==> config.mk <==
export PLATFORM = sky130hd
export DESIGN_NAME = lia_aggregator
export DESIGN_NICKNAME = d
export VERILOG_FILES = /design/src/logic/lia_pkg.sv /design/src/logic/lia_aggregator.sv /design/src/logic/lia_edge_flag.sv
export SDC_FILE = /design/constraint.sdc
export NUM_CORES = 1
export LEC_CHECK = 0
export BUFFER_PORTS_ARGS = -buffer_cell sky130_fd_sc_hd__buf_2
export CORE_ASPECT_RATIO = 1.4
export CORE_MARGIN = 4
export CORE_UTILIZATION = 39
export CTS_BUF_LIST = sky130_fd_sc_hd__clkbuf_8
export DETAILED_ROUTE_END_ITERATION = 7
export HOLD_SLACK_MARGIN = 0.05
export SLEW_MARGIN = 20
export SYNTH_ARGS = -nofsm -noshare
export SYNTH_HDL_FRONTEND = slang
export SYNTH_SLANG_ARGS = --single-unit
==> constraint.sdc <==
create_clock -name clock -period 1.7 [get_ports clock]
set_input_delay 0.085 -clock clock [delete_from_list [all_inputs] [get_ports clock]]
set_output_delay 0.085 -clock clock [all_outputs]
set_load 0.02 [all_outputs]
==> src/logic/lia_pkg.sv <==
// package for the line unit interrupt aggregator: offsets, fields, types
package lia_pkg;
	// register offsets (5-bit register address space)
	localparam logic [4:0] ADDR_GLOBAL_CONFIG  = 5'h02;
	localparam logic [4:0] ADDR_IRQ_MASK_A     = 5'h14;
	localparam logic [4:0] ADDR_IRQ_MASK_B     = 5'h15;
	localparam logic [4:0] ADDR_IRQ_EDGE_SEL   = 5'h16;
	localparam logic [4:0] ADDR_LINE_STATUS_A  = 5'h17;
	localparam logic [4:0] ADDR_LINE_STATUS_B  = 5'h18;
	localparam logic [4:0] ADDR_IRQ_FLAGS_A    = 5'h19;
	localparam logic [4:0] ADDR_IRQ_FLAGS_B    = 5'h1a;

	// reset values
	localparam logic [7:0] RST_GLOBAL_CONFIG   = 8'h00;
	localparam logic [7:0] RST_MASK            = 8'hff;
	localparam logic [7:0] RST_EDGE_SEL        = 8'h00;
	localparam logic [7:0] RST_FLAGS           = 8'h00;
	localparam logic [7:0] RST_RDATA           = 8'h00;
	localparam logic [7:0] RST_STATUS_HIST     = 8'h00;

	// flag bits held in each flag register
	localparam int         FLAG_BITS           = 8;

	// interrupt pin configuration field and channel mode bit in global_config; status b read mask
	localparam int         IRQ_PIN_LSB         = 0;
	localparam int         CHAN_MODE_BIT       = 2;
	localparam logic [1:0] IRQ_PIN_PP_LOW      = 2'h1;
	localparam logic [1:0] IRQ_PIN_PP_HIGH     = 2'h2;
	localparam logic [7:0] GLOBAL_CONFIG_WMASK = 8'h07;
	localparam logic [7:0] STATUS_B_MASK       = 8'h3f;

	// register access from the host interface
	typedef struct packed {
		logic       wr;
		logic       rd;
		logic [4:0] addr;
		logic [7:0] wdata;
	} lia_req_t;

	// pulse events without a live status bit, in irq_flags_b bit order
	typedef struct packed {
		logic wavegen_overflow;
		logic jitter_buf_over;
		logic jitter_buf_under;
		logic pattern_error;
		logic excess_zero;
		logic code_violation;
		logic second_timer;
		logic counter_overflow;
	} lia_pulse_t;

	// live status bits, in line_status_a bit order
	typedef struct packed {
		logic equalizer_range;
		logic loop_activate_code;
		logic loop_deactivate_code;
		logic pattern_sync;
		logic tx_clock_loss;
		logic driver_fail;
		logic alarm_ind;
		logic signal_loss;
	} lia_status_t;
endpackage : lia_pkg

==> src/logic/lia_aggregator.sv <==
`timescale 1ns/10ps
// interrupt aggregator: mask, edge select, flags and shared interrupt pin
//
// Operation
// - With configuration 00 or 11 the pin is open drain and pulls low when pending.
// - Configuration 01 gives a push-pull pin that is low when pending.
// - Configuration 10 gives a push-pull pin that is high when pending.
// - All sources share one interrupt pin whose active level means something is pending.
// - Every event latches into its own flag bit in flag register a or b.
// - Every event has its own mask bit in mask register a or b.
// - Events with a live status bit use an edge select bit to decide how they set the flag.
// - A host read of a flag register returns the pin to its inactive level.
// - Fifteen kinds of source are supported.
// - Eight events carry status, flag, edge select and mask bits.
// - Eight events carry only a flag and a mask bit.
// - Mask 0 lets a flag drive the pin, mask 1 blocks it but the flag still latches.
// - Reading a flag register clears the flags it holds.
module lia_aggregator (
	// clock and reset
	input  wire logic               clock,
	input  wire logic               sys_rst,
	// host register access
	input  wire lia_pkg::lia_req_t  req,
	output logic [7:0]              rdata,
	// event sources from the line unit
	input  wire lia_pkg::lia_status_t live_status,
	input  wire logic [5:0]         line_status_b_in,
	input  wire lia_pkg::lia_pulse_t event_pulse,
	// interrupt pin, output level and drive enable
	output logic                    irq_out,
	output logic                    irq_oe,
	// configuration seen by the rest of the chip
	output logic                    chan_mode
);
	// software-written registers, then status history, read data and pin state
	logic [7:0] global_config_reg;
	logic [7:0] irq_mask_a_reg;
	logic [7:0] irq_mask_b_reg;
	logic [7:0] irq_edge_select_reg;
	logic [7:0] status_prev_reg;
	logic [7:0] rdata_reg;
	logic [7:0] rdata_next;
	logic       irq_out_reg;
	logic       irq_oe_reg;
	logic       irq_out_next;
	logic       irq_oe_next;

	// one strobe qualified by one register offset, shared by every decoder
	function automatic logic reg_hit(
		input logic       strobe,
		input logic [4:0] addr,
		input logic [4:0] offset
	);
		reg_hit = strobe && (addr == offset);
	endfunction : reg_hit

	// any flag of one register that its mask lets through to the pin
	function automatic logic any_unmasked(
		input logic [7:0] flags,
		input logic [7:0] mask
	);
		any_unmasked = |(flags & ~mask);
	endfunction : any_unmasked

	// decoded accesses
	wire        wr_config  = reg_hit(req.wr, req.addr, lia_pkg::ADDR_GLOBAL_CONFIG);
	wire        wr_mask_a  = reg_hit(req.wr, req.addr, lia_pkg::ADDR_IRQ_MASK_A);
	wire        wr_mask_b  = reg_hit(req.wr, req.addr, lia_pkg::ADDR_IRQ_MASK_B);
	wire        wr_edge    = reg_hit(req.wr, req.addr, lia_pkg::ADDR_IRQ_EDGE_SEL);
	wire        rd_flags_a = reg_hit(req.rd, req.addr, lia_pkg::ADDR_IRQ_FLAGS_A);
	wire        rd_flags_b = reg_hit(req.rd, req.addr, lia_pkg::ADDR_IRQ_FLAGS_B);

	wire  [7:0] status_a_now = live_status;
	wire  [7:0] pulse_bits   = event_pulse;
	wire  [7:0] flags_a;
	wire  [7:0] flags_b;

	// fifteen event kinds, jitter buffer split over and under: 16 flags
	genvar gi;
	generate
		for (gi = 0; gi < lia_pkg::FLAG_BITS; gi++) begin : g_flags
			// status-backed events: flag, edge select, mask
			lia_edge_flag u_flag_a (
				.clock       (clock),
				.sys_rst     (sys_rst),
				.has_status  (1'b1),
				.status_now  (status_a_now[gi]),
				.status_prev (status_prev_reg[gi]),
				.edge_sel    (irq_edge_select_reg[gi]),
				.pulse       (1'b0),
				.clear       (rd_flags_a),
				.flag        (flags_a[gi])
			);
			// pulse-only events: flag and mask only
			lia_edge_flag u_flag_b (
				.clock       (clock),
				.sys_rst     (sys_rst),
				.has_status  (1'b0),
				.status_now  (1'b0),
				.status_prev (1'b0),
				.edge_sel    (1'b0),
				.pulse       (pulse_bits[gi]),
				.clear       (rd_flags_b),
				.flag        (flags_b[gi])
			);
		end
	endgenerate

	// mask 1 blocks the pin only; flags latch regardless
	wire        pending_a = any_unmasked(flags_a, irq_mask_a_reg);
	wire        pending_b = any_unmasked(flags_b, irq_mask_b_reg);
	wire        pending   = pending_a || pending_b;
	// a flag read clears within this cycle, so drop the pin on the same edge
	wire        ack      = rd_flags_a || rd_flags_b;
	wire        active   = pending && !ack;
	wire  [1:0] pin_cfg  = global_config_reg[lia_pkg::IRQ_PIN_LSB +: 2];

	// pin drive style and level
	always_comb begin
		if (!pin_cfg[0] && pin_cfg != lia_pkg::IRQ_PIN_PP_HIGH) begin
			irq_out_next = 1'b0;
			irq_oe_next  = active;
		end else if (pin_cfg == lia_pkg::IRQ_PIN_PP_LOW) begin
			irq_out_next = !active;
			irq_oe_next  = 1'b1;
		end else if (pin_cfg == lia_pkg::IRQ_PIN_PP_HIGH) begin
			irq_out_next = active;
			irq_oe_next  = 1'b1;
		end else begin
			// 11 is not defined: keep the open-drain safe default
			irq_out_next = 1'b0;
			irq_oe_next  = active;
		end
	end

	// read data mux
	always_comb begin
		if (req.addr == lia_pkg::ADDR_GLOBAL_CONFIG) begin
			rdata_next = global_config_reg;
		end else if (req.addr == lia_pkg::ADDR_IRQ_MASK_A) begin
			rdata_next = irq_mask_a_reg;
		end else if (req.addr == lia_pkg::ADDR_IRQ_MASK_B) begin
			rdata_next = irq_mask_b_reg;
		end else if (req.addr == lia_pkg::ADDR_IRQ_EDGE_SEL) begin
			rdata_next = irq_edge_select_reg;
		end else if (req.addr == lia_pkg::ADDR_LINE_STATUS_A) begin
			rdata_next = status_a_now;
		end else if (req.addr == lia_pkg::ADDR_LINE_STATUS_B) begin
			rdata_next = {2'h0, line_status_b_in} & lia_pkg::STATUS_B_MASK;
		end else if (req.addr == lia_pkg::ADDR_IRQ_FLAGS_A) begin
			rdata_next = flags_a;
		end else if (req.addr == lia_pkg::ADDR_IRQ_FLAGS_B) begin
			rdata_next = flags_b;
		end else begin
			rdata_next = 8'h00;
		end
	end

	// pin style and channel mode; unused upper bits always read as zero
	always_ff @(posedge clock) begin
		if (sys_rst) begin
			global_config_reg <= lia_pkg::RST_GLOBAL_CONFIG;
		end else if (wr_config) begin
			global_config_reg <= req.wdata & lia_pkg::GLOBAL_CONFIG_WMASK;
		end
	end

	// mask registers, everything masked out of reset so the pin stays quiet
	always_ff @(posedge clock) begin
		if (sys_rst) begin
			irq_mask_a_reg <= lia_pkg::RST_MASK;
			irq_mask_b_reg <= lia_pkg::RST_MASK;
		end else begin
			if (wr_mask_a) begin
				irq_mask_a_reg <= req.wdata;
			end
			if (wr_mask_b) begin
				irq_mask_b_reg <= req.wdata;
			end
		end
	end

	// edge select register
	always_ff @(posedge clock) begin
		if (sys_rst) begin
			irq_edge_select_reg <= lia_pkg::RST_EDGE_SEL;
		end else if (wr_edge) begin
			irq_edge_select_reg <= req.wdata;
		end
	end

	// status history for edge detection; reset to idle so no false edge
	always_ff @(posedge clock) begin
		if (sys_rst) begin
			status_prev_reg <= lia_pkg::RST_STATUS_HIST;
		end else begin
			status_prev_reg <= status_a_now;
		end
	end

	// read data, held until the next read
	always_ff @(posedge clock) begin
		if (sys_rst) begin
			rdata_reg <= lia_pkg::RST_RDATA;
		end else if (req.rd) begin
			rdata_reg <= rdata_next;
		end
	end

	// pin registers; pin released at reset
	always_ff @(posedge clock) begin
		if (sys_rst) begin
			irq_out_reg <= 1'b0;
			irq_oe_reg  <= 1'b0;
		end else begin
			irq_out_reg <= irq_out_next;
			irq_oe_reg  <= irq_oe_next;
		end
	end

	assign rdata     = rdata_reg;
	assign irq_out   = irq_out_reg;
	assign irq_oe    = irq_oe_reg;
	assign chan_mode = global_config_reg[lia_pkg::CHAN_MODE_BIT];
endmodule : lia_aggregator

==> src/logic/lia_edge_flag.sv <==
`timescale 1ns/10ps
// one set-on-event, clear-on-read flag bit with optional edge detection
module lia_edge_flag (
	// clock and reset
	input  wire logic clock,
	input  wire logic sys_rst,
	// event source
	input  wire logic has_status,
	input  wire logic status_now,
	input  wire logic status_prev,
	input  wire logic edge_sel,
	input  wire logic pulse,
	// host clear
	input  wire logic clear,
	// flag
	output logic      flag
);
	logic flag_reg;
	logic flag_next;
	logic rise;
	logic any_edge;
	logic set_evt;

	// edge select 0 means rising only, 1 means both edges
	assign rise     = status_now & ~status_prev;
	assign any_edge = status_now ^ status_prev;
	assign set_evt  = has_status ? (edge_sel ? any_edge : rise) : pulse;
	// set beats clear so an event in the read cycle is kept
	assign flag_next = set_evt | (flag_reg & ~clear);
	assign flag      = flag_reg;

	// flag storage
	always_ff @(posedge clock) begin
		if (sys_rst) begin
			flag_reg <= 1'b0;
		end else begin
			flag_reg <= flag_next;
		end
	end
endmodule : lia_edge_flag

=== After elaboration in Yosys (flattened, before gate mapping) ===
Index checks and enable logic that the tools add are counted.

* Register bits: 61
* Input bits: 39
* Output and inout bits: 11

* Bitwise operators: 62
* Multiplexer cells: 21
* Equal/unequal tests: 11
* Reductions and logical operators: 16

{| class="wikitable"
|+ Operators with widths
! kind !! count
|-
| $mux 8 || 8
|-
| $eq 5x5->1 const B || 7
|-
| $and 1x1->1 || 24
|-
| $and 8x8->8 || 2
|-
| $not 8->8 || 2
|-
| $or 1x1->1 || 16
|-
| $reduce_or 8->1 || 2
|-
| $mux 1 || 13
|-
| $not 1->1 || 10
|-
| $logic_and 1x1->1 || 8
|-
| $xor 1x1->1 || 8
|-
| $eq 5x2->1 const B || 1
|-
| $logic_not 1->1 || 3
|-
| $eq 2x1->1 const B || 1
|-
| $eq 2x2->1 const B || 1
|-
| $logic_or 1x1->1 || 2
|-
| $ne 2x2->1 const B || 1
|-
| $reduce_or 2->1 || 1
|}

=== Logic depth before layout (Yosys ltp) ===
* Word-level depth: 9
* Gate-level depth with buffers: 7
* Mapped depth without buffers: 6

=== By module ===
From an unflattened synthesis, not the netlist that was laid out.

* Cells, all modules: 432
* Area total of the unflattened synthesis: 3,553.4 sq um

{| class="wikitable"
|+ Modules (own cells, without submodules)
! module !! cells each !! times used !! area each (sq um) !! seq. area each (sq um)
|-
| lia_aggregator || 304 || 1 || 2,492.4 || 900.9
|-
| lia_edge_flag || 8 || 16 || 66.3 || 20.0
|}

=== Least setup slack after synthesis ===
No wires, ideal clock.

* Kind: reg-to-reg
* Start point: register g_flags[3].u_flag_b.flag_reg
* End point: register irq_out_reg (netlist: irq_out)
* Stages on the path, launching flop included: 6
* Path slack: 0.271 ns
* Clock period less this slack: 1.429 ns
* Arrival time: 1.306 ns
* Data required time: 1.577 ns
* Cells stage by stage: dfxtp_1 nor2b_1 a2111oi_0 nand4_1 nand3_1 mux2_1

* Longest elaborated chain between the ends: 6

{| class="wikitable"
|+ RTL lines
! what !! line !! RTL
|-
| start, declared || lia_edge_flag.sv:18 || <nowiki>logic flag_reg;</nowiki>
|-
| start signal, assigned || lia_edge_flag.sv:37 || <nowiki>flag_reg <= flag_next;</nowiki>
|-
| $and 8x8->8 (*) || lia_aggregator.sv:62 || <nowiki>any_unmasked = |(flags & ~mask);</nowiki>
|-
| $reduce_or 8->1 (*) || lia_aggregator.sv:62 ||
|-
| $logic_or 1x1->1 (*) || lia_aggregator.sv:112 || <nowiki>wire pending = pending_a || pending_b;</nowiki>
|-
| $logic_and 1x1->1 (*) || lia_aggregator.sv:115 || <nowiki>wire active = pending && !ack;</nowiki>
|-
| $mux 1 / $logic_not 1->1 (equally long branches) || lia_aggregator.sv:126, lia_aggregator.sv:124 ||
|-
| $mux 1 (*) || lia_aggregator.sv:123 || <nowiki>end else if (pin_cfg == lia_pkg::IRQ_PIN_PP_LOW) begin</nowiki>
|-
| end signal, assigned || lia_aggregator.sv:216 || <nowiki>irq_out_reg <= irq_out_next;</nowiki>
|-
| end, declared || lia_aggregator.sv:43 || <nowiki>logic irq_out_reg;</nowiki>
|}

Mark *: on every way between the ends. The rest lies on a longest branch, timed or not.
A chain may end at the register's enable or synchronous reset.

=== Worst setup path in the final report ===
* Start point: register g_flags[0].u_flag_a.flag_reg
* End point: register irq_out_reg (netlist: irq_out)

* Longest elaborated chain between the ends: 6

{| class="wikitable"
|+ RTL lines
! what !! line
|-
| start, declared || lia_edge_flag.sv:18
|-
| start signal, assigned || lia_edge_flag.sv:37
|-
| $and 8x8->8 (*) || lia_aggregator.sv:62
|-
| $reduce_or 8->1 (*) || lia_aggregator.sv:62
|-
| $logic_or 1x1->1 (*) || lia_aggregator.sv:112
|-
| $logic_and 1x1->1 (*) || lia_aggregator.sv:115
|-
| $mux 1 / $logic_not 1->1 (equally long branches) || lia_aggregator.sv:126, lia_aggregator.sv:124
|-
| $mux 1 (*) || lia_aggregator.sv:123
|}

Marked as above.

==> results.sh <==
export IMPL_clock_sinks=61
export IMPL_postCtsSetupBuffers=0
export IMPL_vias=2802
export IMPL_gp_congestion=0.909
export IMPL_synthCells=360
export IMPL_cellLeakagePower_nw=1.63
export IMPL_synth_seq_cells=61
export IMPL_grt_max_degree=28
export IMPL_ys_async_sr_fraction_pct=0
export IMPL_worstPathMaxFanout=3
export IMPL_fin_crit_ns=1.60
export IMPL_hold_viol_final=0
export IMPL_clk_latency_ns=0.34
export IMPL_drtAntennaViolNets=0
export IMPL_first_iter_violations=172
export IMPL_first_global_vias=2799
export IMPL_worst_slew_pin_slew_ns=0.426
export IMPL_ys_flop_type="dfxtp_1"
export IMPL_period_share_pct=94.1
export IMPL_hold_path_class="in -> reg"
export IMPL_outcome="finished clean"
export IMPL_multiInputGateArea_mm2=0.00164
export IMPL_wire_per_inst_um=16.1
export IMPL_grtUsageTotal_pct=20.4
export IMPL_tritoncts="yes"
export IMPL_synthTopCellsByArea="dfxtp_1 (40%), nor2b_1 (6.6%), mux2i_1 (6.0%)"
export IMPL_synth_top_area_share_pct=40.3
export IMPL_place_ws_ns=0.0402
export IMPL_syn_num_nets=407
export IMPL_utilization_pct=51.9
export IMPL_synth_seq_area_share_pct=40.3
export IMPL_slew_limit_headroom_pct=71.5
export IMPL_drive_gt1_share_pct=20.2
export IMPL_die_x_um=82.5
export IMPL_r2r_cells=5
export IMPL_core_area_mm2=0.00745
export IMPL_finalWirelength_um=8740
export IMPL_drc=0
export IMPL_synth_largest_area_cell="dfxtp_1"
export IMPL_die_y_um=112
export IMPL_hold_depth=3
export IMPL_overflow=0
export IMPL_viasPerCell=5.16
export IMPL_io_buffer_count=49
export IMPL_hpwlAfterDp_um=6440
export IMPL_antenna_found_initial=0
export IMPL_worst_setup_path_type="reg -> reg"
export IMPL_cts_buffers=9
export IMPL_grt_pass1_wl_um=14300
export IMPL_worst_slack_ns=0.0999
export IMPL_fill_cells=719
export IMPL_nets=488
export IMPL_synth_edf_count=0
export IMPL_max_freq_ghz=0.625
export IMPL_synth_warnings=0
export IMPL_ys_types=42
export IMPL_synth_area_mm2=0.00303
export IMPL_register_area_mm2=0.00122
export IMPL_rrSetupSlack_ns=0.1
export IMPL_std_cell_rows=37
export IMPL_cp_required_ns=1.94
export IMPL_synthToLayoutAreaGrowth_pct=27.7
export IMPL_drv_cap=0
export IMPL_setup_violations=0
export IMPL_pin_count=50
export IMPL_grt_setup_unrepaired="false"
export IMPL_dieArea_mm2=0.00926
export IMPL_cts_buffer_depth=2
export IMPL_drv_slew=0
export IMPL_clk_pin_slew_ns=0.07
export IMPL_ir_drop_uv=434
export IMPL_p_per_area_mw_per_mm2=827
export IMPL_setup_tns_ns=0
export IMPL_end_kind="flop"
export IMPL_initial_utilization_pct=40.6
export IMPL_arrival_ns=1.84
export IMPL_root_buffer="clkbuf_8"
export IMPL_antenna_cells=0
export IMPL_crit_path_start_kind="flop"
export IMPL_drt_first_pass_iters=4
export IMPL_clock_skew_final_ns=0.00597
export IMPL_cts_max_level=3
export IMPL_syn_area_per_cell_um2=8.41
[per-stage QoR]
| stage | std cells | cell area, um2 | total power, mW | hold slack [ns] |
|---|---|---|---|---|
| floorplan | 360 | 3030 | 1.77 | 0.202 |
| global placement | 503 | 3430 | 1.92 | 0.290 |
| detailed placement | 503 | 3430 | 1.92 | 0.297 |
| CTS | 543 | 3860 | 3.23 | 0.0777 |
| global route | 543 | 3870 | 3.35 | 0.110 |
| finish | 543 | 3870 | 3.20 | 0.0984 |
[layout make-up]
type,instances,area share [%]
clock inverters,6,1.42
clock buffers,10,3.56
well taps,97,3.14
repair buffers,90,16.2
multi-input cells,262,42.5
inverters,17,1.65
flip-flops and latches,61,31.6
[report_power, final]
part / internal [mW] / switching (mW) / total, mW
Clock: 0.700 / 0.560 / 1.26
Sequential: 1.48 / 0.0352 / 1.52
Combinational: 0.195 / 0.223 / 0.418
Total: 2.38 / 0.818 / 3.20
[worst paths after layout]
kind | startpoint | to
max | g_flags[0].u_flag_a.flag | irq_out
min | req[14] | global_config_reg[0]
max reg2reg | g_flags[0].u_flag_a.flag | irq_out
min reg2reg | rdata[7] | rdata[7]
[worst max-delay path: stages, from the launching register on]
cell	delay (ns)
dfxtp_1	0.32
nor2b_1	0.13
a2111oi_1	0.41
nand4_1	0.16
nand3_1	0.15
mux2_1	0.32
[synthesized netlist by cell type, types with 5 or more instances]
cell / count
o21ai_1: 6
nand3b_1: 10
dfxtp_1: 61
mux2i_1: 18
nand2b_1: 8
inv_1: 17
o21ai_0: 7
o22ai_1: 10
buf_2: 9
nand3_1: 7
a211o_1: 5
a21oi_1: 33
nor2b_1: 32
nor2_1: 40
nand2_1: 36
clkbuf_1: 6
a31oi_1: 5
ha_1: 8
[layout by cell type, fill, tap and decap left out, drive strengths merged, types with 5 or more instances in the layout]
master       instances
a211o                5
a21oi               33
a31oi                5
buf                 66
clkbuf              10
dfxtp               61
dlygate4sd3         24
ha                   8
inv                 19
mux2i               18
nand2               36
nand2b               8
nand3                7
nand3b              10
nor2                40
nor2b               32
o21ai               13
o22ai               10
[layer usage]
metal	track usage, %	vias up	routed length [um]
li1	-	1428	-
met1	25.5	1286	3800
met2	32.7	69	4220
met3	4.17	19	453
met4	9.76	0	270
met5	0	-	0
[cells by family (layout without fill, tap and decap cells)]
kind of cell | Yosys count | count (layout) | share of synthesized area (%)
and+or+nand+nor | 147 | 147 | 25.6
AOI/OAI and AO/OA | 86 | 86 | 18.0
buffers and inverters | 37 | 123 | 5.70
DFF | 61 | 61 | 40.3
muxes | 21 | 21 | 7.07
adders and majority gates | 8 | 8 | 3.31
[timing repair]
action | CTS | global route
resized for setup | 0 | 4
hold buffers | 24 | 0
endpoints found under the setup margin | 0 | 1
hold endpoints to repair | 39 | 0
Note: power is estimated with default switching activity, not from simulation.
